### src/verilog/adc_ctrl_pkg.sv
package adc_ctrl_pkg;
	// register byte addresses
	localparam logic [11:0] STATUS_CONTROL_OFFSET = 12'h000;
	localparam logic [11:0] RESULT_HIGH_OFFSET    = 12'h004;
	localparam logic [11:0] RESULT_LOW_OFFSET     = 12'h008;
	localparam logic [11:0] CLOCK_CONFIG_OFFSET   = 12'h00C;
	// status/control fields
	localparam int DONE_FLAG_POS  = 7;
	localparam int IRQ_EN_POS     = 6;
	localparam int CONT_POS       = 5;
	localparam int CHAN_LSB       = 0;
	localparam int CHAN_W         = 5;
	// clock config fields
	localparam int PRESCALE_LSB   = 5;
	localparam int PRESCALE_W     = 3;
	localparam int CLK_SEL_POS    = 4;
	localparam int FORMAT_LSB     = 2;
	// reset values
	localparam logic [7:0] STATUS_CONTROL_RESET = 8'h1F;
	localparam logic [7:0] CLOCK_CONFIG_RESET   = 8'h04;
	// channel codes
	localparam logic [4:0] CHAN_UPPER_REF = 5'h1D;
	localparam logic [4:0] CHAN_LOWER_REF = 5'h1E;
	localparam logic [4:0] CHAN_POWER_OFF = 5'h1F;
	localparam logic [4:0] CHAN_LAST_EXT  = 5'h07;
	// conversion length in conversion clocks
	localparam int CONV_CYCLES = 16;
	// result formats
	typedef enum logic [1:0] {
		FMT_TRUNC  = 2'h0,
		FMT_RIGHT  = 2'h1,
		FMT_LEFT   = 2'h2,
		FMT_SIGNED = 2'h3
	} format_type;
endpackage : adc_ctrl_pkg

### src/verilog/sar_core_if.sv
`timescale 1ns/1ps
// start/abort and result strobe between control logic and sar sequencer
interface sar_core_if;
	logic       start;
	logic       abort;
	logic       busy;
	logic       done;
	logic [9:0] result;
	modport ctrl (output start, output abort, input busy, input done, input result);
	modport core (input start, input abort, output busy, output done, output result);
endinterface : sar_core_if

### src/verilog/adc_control.sv
`timescale 1ns/1ps
// converter control, result formatting and apb register file
module adc_control (
	// clock and reset
	input  wire logic        CORE_CLK,
	input  wire logic        ARST_N,
	// apb slave
	input  wire logic        PSEL,
	input  wire logic        PENABLE,
	input  wire logic        PWRITE,
	input  wire logic [11:0] PADDR,
	input  wire logic [31:0] PWDATA,
	output logic      [31:0] PRDATA,
	output logic             PREADY,
	output logic             PSLVERR,
	// clock sources and low power
	input  wire logic        OSC_CLK_TICK,
	input  wire logic        STOP_MODE,
	// analog side
	input  wire logic [9:0]  ANALOG_CODE,
	output logic      [4:0]  CHANNEL_SELECT,
	output logic             UPPER_REF_SEL,
	output logic             LOWER_REF_SEL,
	output logic             CONV_POWER_DOWN,
	// interrupt request
	output logic             CONV_IRQ
);
	import adc_ctrl_pkg::*;

	sar_core_if core_c ();

	logic        conv_done_flag_reg;
	logic        conv_irq_enable_reg;
	logic        continuous_conv_reg;
	logic [4:0]  channel_select_reg;
	logic [2:0]  clock_prescale_reg;
	logic        input_clock_select_reg;
	format_type  format_reg;
	logic [7:0]  result_high_reg;
	logic [7:0]  result_low_reg;
	logic        low_frozen_reg;
	logic        irq_reg;
	logic        pending_reg;
	logic        stop_seen_reg;
	logic [3:0]  div_count_reg;
	logic        conv_tick_reg;

	logic        wr_en;
	logic        rd_en;
	logic        wr_sc;
	logic        wr_clk;
	logic        rd_high;
	logic        rd_low;
	logic        result_read;
	logic        powered;
	logic        src_tick;
	logic [3:0]  div_mask;
	logic [7:0]  status_rd;
	logic [7:0]  clock_rd;
	logic        store_ok;
	logic        stop_exit;

	// apb decode; zero-wait answers
	assign wr_en   = PSEL && PENABLE && PWRITE;
	assign rd_en   = PSEL && PENABLE && !PWRITE;
	assign wr_sc   = wr_en && PADDR == STATUS_CONTROL_OFFSET;
	assign wr_clk  = wr_en && PADDR == CLOCK_CONFIG_OFFSET;
	assign rd_high = rd_en && PADDR == RESULT_HIGH_OFFSET;
	assign rd_low  = rd_en && PADDR == RESULT_LOW_OFFSET;
	assign result_read = rd_high || rd_low;
	assign PREADY  = 1'b1;
	assign PSLVERR = PSEL && PENABLE && PADDR != STATUS_CONTROL_OFFSET
		&& PADDR != RESULT_HIGH_OFFSET && PADDR != RESULT_LOW_OFFSET
		&& PADDR != CLOCK_CONFIG_OFFSET;

	// done flag reads zero with irq enabled
	assign status_rd = {conv_done_flag_reg && !conv_irq_enable_reg,
		conv_irq_enable_reg, continuous_conv_reg, channel_select_reg};
	assign clock_rd  = {clock_prescale_reg, input_clock_select_reg, format_reg, 2'h0};

	// read data mux, registered
	always_ff @(posedge CORE_CLK or negedge ARST_N) begin
		if (!ARST_N) begin
			PRDATA <= 32'h0000_0000;
		end else if (PSEL && !PENABLE && !PWRITE) begin
			unique case (PADDR)
				STATUS_CONTROL_OFFSET: PRDATA <= {24'h00_0000, status_rd};
				RESULT_HIGH_OFFSET:    PRDATA <= {24'h00_0000, result_high_reg};
				RESULT_LOW_OFFSET:     PRDATA <= {24'h00_0000, result_low_reg};
				CLOCK_CONFIG_OFFSET:   PRDATA <= {24'h00_0000, clock_rd};
				default:               PRDATA <= 32'h0000_0000;
			endcase
		end
	end

	// status/control register; done flag bit of the write is ignored
	always_ff @(posedge CORE_CLK or negedge ARST_N) begin
		if (!ARST_N) begin
			conv_irq_enable_reg <= STATUS_CONTROL_RESET[IRQ_EN_POS];
			continuous_conv_reg <= STATUS_CONTROL_RESET[CONT_POS];
			channel_select_reg  <= STATUS_CONTROL_RESET[CHAN_LSB +: CHAN_W];
		end else if (wr_sc) begin
			conv_irq_enable_reg <= PWDATA[IRQ_EN_POS];
			continuous_conv_reg <= PWDATA[CONT_POS];
			channel_select_reg  <= PWDATA[CHAN_LSB +: CHAN_W];
		end
	end

	// clock config register
	always_ff @(posedge CORE_CLK or negedge ARST_N) begin
		if (!ARST_N) begin
			clock_prescale_reg     <= CLOCK_CONFIG_RESET[PRESCALE_LSB +: PRESCALE_W];
			input_clock_select_reg <= CLOCK_CONFIG_RESET[CLK_SEL_POS];
			format_reg             <= format_type'(CLOCK_CONFIG_RESET[FORMAT_LSB +: 2]);
		end else if (wr_clk) begin
			clock_prescale_reg     <= PWDATA[PRESCALE_LSB +: PRESCALE_W];
			input_clock_select_reg <= PWDATA[CLK_SEL_POS];
			format_reg             <= format_type'(PWDATA[FORMAT_LSB +: 2]);
		end
	end

	// conversion clock divider on the chosen source tick
	assign src_tick = input_clock_select_reg ? 1'b1 : OSC_CLK_TICK;
	always_comb begin
		unique casez (clock_prescale_reg)
			3'b000:  div_mask = 4'h0;
			3'b001:  div_mask = 4'h1;
			3'b010:  div_mask = 4'h3;
			3'b011:  div_mask = 4'h7;
			default: div_mask = 4'hF;
		endcase
	end
	always_ff @(posedge CORE_CLK or negedge ARST_N) begin
		if (!ARST_N) begin
			div_count_reg <= 4'h0;
			conv_tick_reg <= 1'b0;
		end else begin
			conv_tick_reg <= 1'b0;
			if (src_tick) begin
				if ((div_count_reg & div_mask) == div_mask) begin
					div_count_reg <= 4'h0;
					conv_tick_reg <= 1'b1;
				end else begin
					div_count_reg <= div_count_reg + 4'h1;
				end
			end
		end
	end

	// channel routing and power down
	assign powered         = channel_select_reg != CHAN_POWER_OFF;
	assign CONV_POWER_DOWN = !powered;
	assign CHANNEL_SELECT  = channel_select_reg;
	assign UPPER_REF_SEL   = channel_select_reg == CHAN_UPPER_REF;
	assign LOWER_REF_SEL   = channel_select_reg == CHAN_LOWER_REF;

	// start request: control write, continuous rerun, or stop exit in continuous mode
	assign stop_exit = stop_seen_reg && !STOP_MODE;
	always_ff @(posedge CORE_CLK or negedge ARST_N) begin
		if (!ARST_N) begin
			pending_reg   <= 1'b0;
			stop_seen_reg <= 1'b0;
		end else begin
			stop_seen_reg <= STOP_MODE;
			if (wr_sc) begin
				pending_reg <= 1'b1;
			end else if (stop_exit && continuous_conv_reg) begin
				pending_reg <= 1'b1;
			end else if (core_c.done && continuous_conv_reg) begin
				pending_reg <= 1'b1;
			end else if (core_c.start || STOP_MODE) begin
				pending_reg <= 1'b0;
			end
		end
	end
	// launch on a conversion clock tick so length is 16 to 17 ticks
	assign core_c.start = pending_reg && conv_tick_reg && powered && !STOP_MODE && !wr_sc;
	assign core_c.abort = STOP_MODE || !powered || wr_sc;

	sar_sequencer u_seq (
		.clk         (CORE_CLK),
		.arst_n      (ARST_N),
		.conv_tick   (conv_tick_reg),
		.analog_code (ANALOG_CODE),
		.port_c      (core_c)
	);

	// result store, blocked while the low half is frozen
	assign store_ok = core_c.done && !(low_frozen_reg && format_reg != FMT_TRUNC);
	always_ff @(posedge CORE_CLK or negedge ARST_N) begin
		if (!ARST_N) begin
			result_high_reg <= 8'h00;
			result_low_reg  <= 8'h00;
		end else if (store_ok) begin
			unique case (format_reg)
				FMT_TRUNC: begin
					result_high_reg <= 8'h00;
					result_low_reg  <= core_c.result[9:2];
				end
				FMT_RIGHT: begin
					result_high_reg <= {6'h00, core_c.result[9:8]};
					result_low_reg  <= core_c.result[7:0];
				end
				FMT_LEFT: begin
					result_high_reg <= core_c.result[9:2];
					result_low_reg  <= {core_c.result[1:0], 6'h00};
				end
				FMT_SIGNED: begin
					result_high_reg <= {~core_c.result[9], core_c.result[8:2]};
					result_low_reg  <= {core_c.result[1:0], 6'h00};
				end
			endcase
		end
	end

	// interlock outside truncated format: high read freezes low until low read
	always_ff @(posedge CORE_CLK or negedge ARST_N) begin
		if (!ARST_N) begin
			low_frozen_reg <= 1'b0;
		end else if (rd_low || format_reg == FMT_TRUNC) begin
			low_frozen_reg <= 1'b0;
		end else if (rd_high) begin
			low_frozen_reg <= 1'b1;
		end
	end

	// done flag and irq; a done in the clearing cycle wins
	always_ff @(posedge CORE_CLK or negedge ARST_N) begin
		if (!ARST_N) begin
			conv_done_flag_reg <= 1'b0;
			irq_reg            <= 1'b0;
		end else begin
			if (store_ok && !conv_irq_enable_reg) begin
				conv_done_flag_reg <= 1'b1;
			end else if (result_read || conv_irq_enable_reg) begin
				conv_done_flag_reg <= 1'b0;
			end
			if (store_ok && conv_irq_enable_reg) begin
				irq_reg <= 1'b1;
			end else if (result_read || wr_sc || !conv_irq_enable_reg) begin
				irq_reg <= 1'b0;
			end
		end
	end
	assign CONV_IRQ = irq_reg;
endmodule : adc_control

### src/verilog/sar_sequencer.sv
`timescale 1ns/1ps
// counts conversion clock ticks, samples converter output, strobes done
module sar_sequencer (
	// clock and reset
	input  wire logic   clk,
	input  wire logic   arst_n,
	// conversion clock tick
	input  wire logic   conv_tick,
	// analog converter output for the selected input
	input  wire logic [9:0] analog_code,
	// control side
	sar_core_if.core    port_c
);
	import adc_ctrl_pkg::*;

	logic [4:0] count_reg;
	logic       busy_reg;
	logic       done_reg;
	logic [9:0] result_reg;

	// sequencing: 16 ticks after start; start waits for the first tick
	always_ff @(posedge clk or negedge arst_n) begin
		if (!arst_n) begin
			count_reg <= 5'h00;
			busy_reg  <= 1'b0;
		end else if (port_c.abort || port_c.start) begin
			count_reg <= 5'h00;
			busy_reg  <= port_c.start && !port_c.abort;
		end else if (busy_reg && conv_tick) begin
			if (count_reg == 5'(CONV_CYCLES - 1)) begin
				busy_reg  <= 1'b0;
				count_reg <= 5'h00;
			end else begin
				count_reg <= count_reg + 5'h01;
			end
		end
	end

	// one-cycle done strobe with the sampled code
	always_ff @(posedge clk or negedge arst_n) begin
		if (!arst_n) begin
			done_reg   <= 1'b0;
			result_reg <= 10'h000;
		end else begin
			done_reg <= busy_reg && conv_tick && !port_c.abort && !port_c.start
				&& count_reg == 5'(CONV_CYCLES - 1);
			if (busy_reg && conv_tick && count_reg == 5'(CONV_CYCLES - 1)) begin
				result_reg <= analog_code;
			end
		end
	end

	assign port_c.busy   = busy_reg;
	assign port_c.done   = done_reg;
	assign port_c.result = result_reg;
endmodule : sar_sequencer
### config.mk
export PLATFORM = sky130hd
export DESIGN_NAME = adc_control
export DESIGN_NICKNAME = d
export VERILOG_FILES = /design/src/verilog/adc_ctrl_pkg.sv /design/src/verilog/sar_core_if.sv /design/src/verilog/adc_control.sv /design/src/verilog/sar_sequencer.sv
export SDC_FILE = /design/constraint.sdc
export NUM_CORES = 1
export LEC_CHECK = 0
export ABC_AREA = 0
export BUFFER_PORTS_ARGS = -buffer_cell sky130_fd_sc_hd__buf_2
export CORE_ASPECT_RATIO = 1.75
export CORE_UTILIZATION = 50
export CTS_BUF_LIST = sky130_fd_sc_hd__clkbuf_16
export DETAILED_ROUTE_END_ITERATION = 12
export GPL_TIMING_DRIVEN = 0
export PLACE_DENSITY = 0.88
export SYNTH_ARGS = -nofsm -noshare
export SYNTH_HDL_FRONTEND = slang
export SYNTH_SLANG_ARGS = --single-unit
### constraint.sdc
create_clock -name CORE_CLK -period 2.1 [get_ports CORE_CLK]
set_input_delay 0.21 -clock CORE_CLK [delete_from_list [all_inputs] [get_ports CORE_CLK]]
set_output_delay 0.21 -clock CORE_CLK [all_outputs]
set_load 0.05 [all_outputs]
==> key figures <==
Synth
  • Total number of yosys warnings: 0
  • Main flop type after synthesis: sky130_fd_sc_hd__dfrtp_1
  • Post-Synthesis Cell Area: 3290 um2
  • Share of flip-flops with an asynchronous set or reset after synthesis: 100%
  • Sequential share of the synthesized area: approximately 50%
  • Post-synth EDFFs: 0
  • Average footprint of a synthesized cell: 10.5 um2
  • #FFs+latches synth: 64
  • Number of standard cells after synthesis: about 310
  • Distinct cells, synth: 45

Timing
  • Measured slew at the worst slew-check pin: 0.773 ns
  • Final setup violation count: 0
  • Post-Route Hold Slack: -0.0599 ns
  • Final worst-path setup slack: 0.227 ns
  • RSZ-0062 raised after global routing: false
  • Worst Clk Skew: 0.00741 ns
  • Total Neg Setup Slack: 0 ns
  • Share of the cycle needed by the critical path after routing: just under 90%
  • Minimum clock period after layout: 1.87 ns
  • Max Freq: 534 MHz
  • Final number of hold-violating endpoints: 58
  • Slew HR: 48.5%
  • Pins over their slew limit: 0

Power
  • Sequential cell fraction of total power: 43.2%
  • Net switching power: roughly 660 uW
  • Internal power: ~2200 uW
  • Switching part of the total power: 23.1%
  • Peak ir drop on the vdd network: 0.532 mV
  • Combinational power share: a little under 9%
  • P per Cell Area: 714 nW/um2
  • Clock Power Share: between 40% and 50%
  • Static leakage: roughly 0.002 uW

Place
  • GPL Wtd Cong: 0.871
  • Post-detail-place hpwl: 5360 um
  • # placed instances: 468
  • Setup slack after placement: 0.221 ns
  • Total of buffers placed on input and output ports: 53

Layout
  • Fraction of layout instances using a drive strength above 1: 33.9%
  • Highest-count cells in the layout ignoring fill and taps: sky130_fd_sc_hd__dfrtp_1, sky130_fd_sc_hd__buf_2, sky130_fd_sc_hd__nand2_1
  • Final design utilization: between 60% and 70%
  • Number of flip-flops in the largest register: 10
  • Number of nets in the finished design: 462
  • Ant diodes: 0
  • Number of fillers in the final layout: 499
  • Commonest non-fill, non-tap cell in the layout: sky130_fd_sc_hd__dfrtp_1
  • Area growth syn-to-layout: 22.4%
  • Storage element area: 1610 um2
  • Final std cells w/o fill: 484
  • Area used by multi-input combinational logic: 1510 um2

Worst setup path
  • Kind of start point of the critical path: flip-flop
  • CP endpoint kind: flip-flop
  • Highest net fanout along the worst path: 10
  • Critical-path cell list: ha_1, nand4b_1, nor2_2, mux2_2
  • CP max stage delay: 0.51 ns
  • Crit path kind: reg -> reg
  • Slowest cell on the critical path: sky130_fd_sc_hd__nor2_2
  • Data arrival time of the worst path: 2.08 ns
  • Required time of the critical path: 2.31 ns

Detailed routing
  • Count of nets left with antenna violations after detail routing: 0
  • Number of remaining DRC errors: 0
  • Wirelength, routed: 6980 um
  • Number of vias after detailed routing: ~2500
  • Iteration count of the initial detailed-routing pass: 4
  • Vias per inst: 5.25
  • 1st-iter DRT viols: roughly 110
  • Average detailed-routed wire length per instance: 14.4 um

Die
  • Core area: 6280 um2
  • I/O pin total: about 100
  • Die H: between 100 and 150 um
  • Die X-Extent: 63.3 um
  • Die outline area: 6910 um2
  • Initial standard-cell utilization of the core: 52.4%
  • Placement row count: 38

CTS
  • Resize count post-CTS: 0
  • Clock slew seen by the registers of the worst setup and hold paths: around 0.05 ns
  • Number of clock buffers inserted by TritonCTS: 9
  • Maximum buffer depth of the clock tree: 2
  • CTS tree: built
  • Worst-skew pair later-pin latency: 0.33 ns
  • Hold bufs inserted after CTS: 0
  • Clk sinks: 64
  • Clock Tree Root: sky130_fd_sc_hd__clkbuf_16
  • Deepest level of the CTS H-tree: 3
  • Post-CTS setup buffer count: 0

GRT
  • Global-route wire length before repair: 11900 um
  • Global routing usage summed across all routing layers: a little under a quarter
  • Antenna violations before repair: 0
  • Pin count of the biggest net entering global routing: 65
  • Remaining global-route overflow: 0
  • Via count of the first global-routing pass: 2626

Hold path
  • Path type of the worst min-delay path: in -> async

Run status
  • Violated checks: hold timing
  • Run status: finished with violations

Job
  • MaxCap Viol Count: 0
## power groups by stage
stage / registers, uW / clock network (uW) / logic, uW
after floorplan: 1260 / 0 / 175
after global placement: 1260 / 0 / 247
after detailed placement: 1260 / 0 / 250
after CTS: 1240 / 1410 / 251
after global routing: 1240 / 1470 / 268
final: 1240 / 1380 / 251
## kinds of logic (layout without fill, tap and decap cells)
| group | count (synthesis) | count (layout) | share of synthesized area, % |
|---|---|---|---|
| and+or+nand+nor | 107 | 107 | 16.8 |
| DFF | 64 | 64 | 49.0 |
| AOI/OAI and AO/OA | 55 | 55 | 9.86 |
| muxes | 40 | 40 | 15.1 |
| buffers and inverters | 40 | 109 | 7.80 |
| adders and majority gates | 2 | 2 | 0.761 |
| other | 2 | 25 | 0.228 |
| xor gates and xnor gates | 2 | 2 | 0.533 |
## per-layer routing
metal / vias up / GRT usage (%) / share of wire [%]
met3: 30 / 5.54 / 4.6
li1: 1229 / - / -
met5: - / 0 / 0
met1: 1195 / 23.5 / 37
met2: 87 / 40.7 / 54
met4: 0 / 15.3 / 4.9
## final timing paths
path                                          from                      to  slack (ns)  depth (start not counted)
worst max register to register  u_seq.count_reg[0]  u_seq.port_c.result[5]        0.23                          4
worst min register to register   result_low_reg[4]       result_low_reg[4]        0.48                          2
max in group asynchronous                   ARST_N        div_count_reg[0]        1.62                          1
min in group CORE_CLK                    STOP_MODE           stop_seen_reg        0.06                          1
worst max-delay path            u_seq.count_reg[0]  u_seq.port_c.result[5]        0.23                          4
worst min-delay path                        ARST_N           format_reg[1]       -0.06                          1
## layout make-up
class / instances / area share [%]
Timing Repair Buffer: 53 / 6.66
Tap cell: 80 / 2.49
Clock inverter: 7 / 1.40
Inverter: 4 / 0.373
Buffer: 36 / 6.00
Sequential cell: 64 / 40.0
Clock buffer: 9 / 5.60
Multi-Input combinational cell: 231 / 37.5
## through the flow
step / hold WS (ns) / power [uW] / cell area (um2)
after global placement: 0.374 / 1510 / 3740
after CTS: 0.0478 / 2900 / 4020
after detailed placement: 0.391 / 1510 / 3740
final: -0.0599 / 2870 / 4020
after floorplan: -0.0856 / 1440 / 3370
after global routing: 0.0177 / 2980 / 4020
## synth_stat cells, types with 4 or more instances
cell type	n	area share, %
sky130_fd_sc_hd__buf_4	25	5.7
sky130_fd_sc_hd__mux2i_1	12	3.7
sky130_fd_sc_hd__nor2_1	16	1.8
sky130_fd_sc_hd__a21oi_1	9	1.4
sky130_fd_sc_hd__dfstp_2	6	4.8
sky130_fd_sc_hd__mux2_2	22	7.5
sky130_fd_sc_hd__nand3_1	9	1.4
sky130_fd_sc_hd__o21ai_0	27	4.1
sky130_fd_sc_hd__dfrtp_1	58	44
sky130_fd_sc_hd__clkbuf_1	5	0.57
sky130_fd_sc_hd__buf_2	4	0.61
sky130_fd_sc_hd__nand2_1	48	5.5
sky130_fd_sc_hd__nand4_1	8	1.5
sky130_fd_sc_hd__nor2b_1	4	0.76
sky130_fd_sc_hd__mux4_2	5	3.4
sky130_fd_sc_hd__o31ai_1	9	2.1
sky130_fd_sc_hd__inv_1	4	0.46
## worst max-delay path, delay by kind of cell (launching register included)
family                   cells  cell delay, ns
AND/OR/NAND/NOR              2            0.77
multiplexers                 1            0.40
adder cells (fa/ha/maj)      1            0.19
flip-flops                   1            0.39
(Power assumes the default switching activity.)
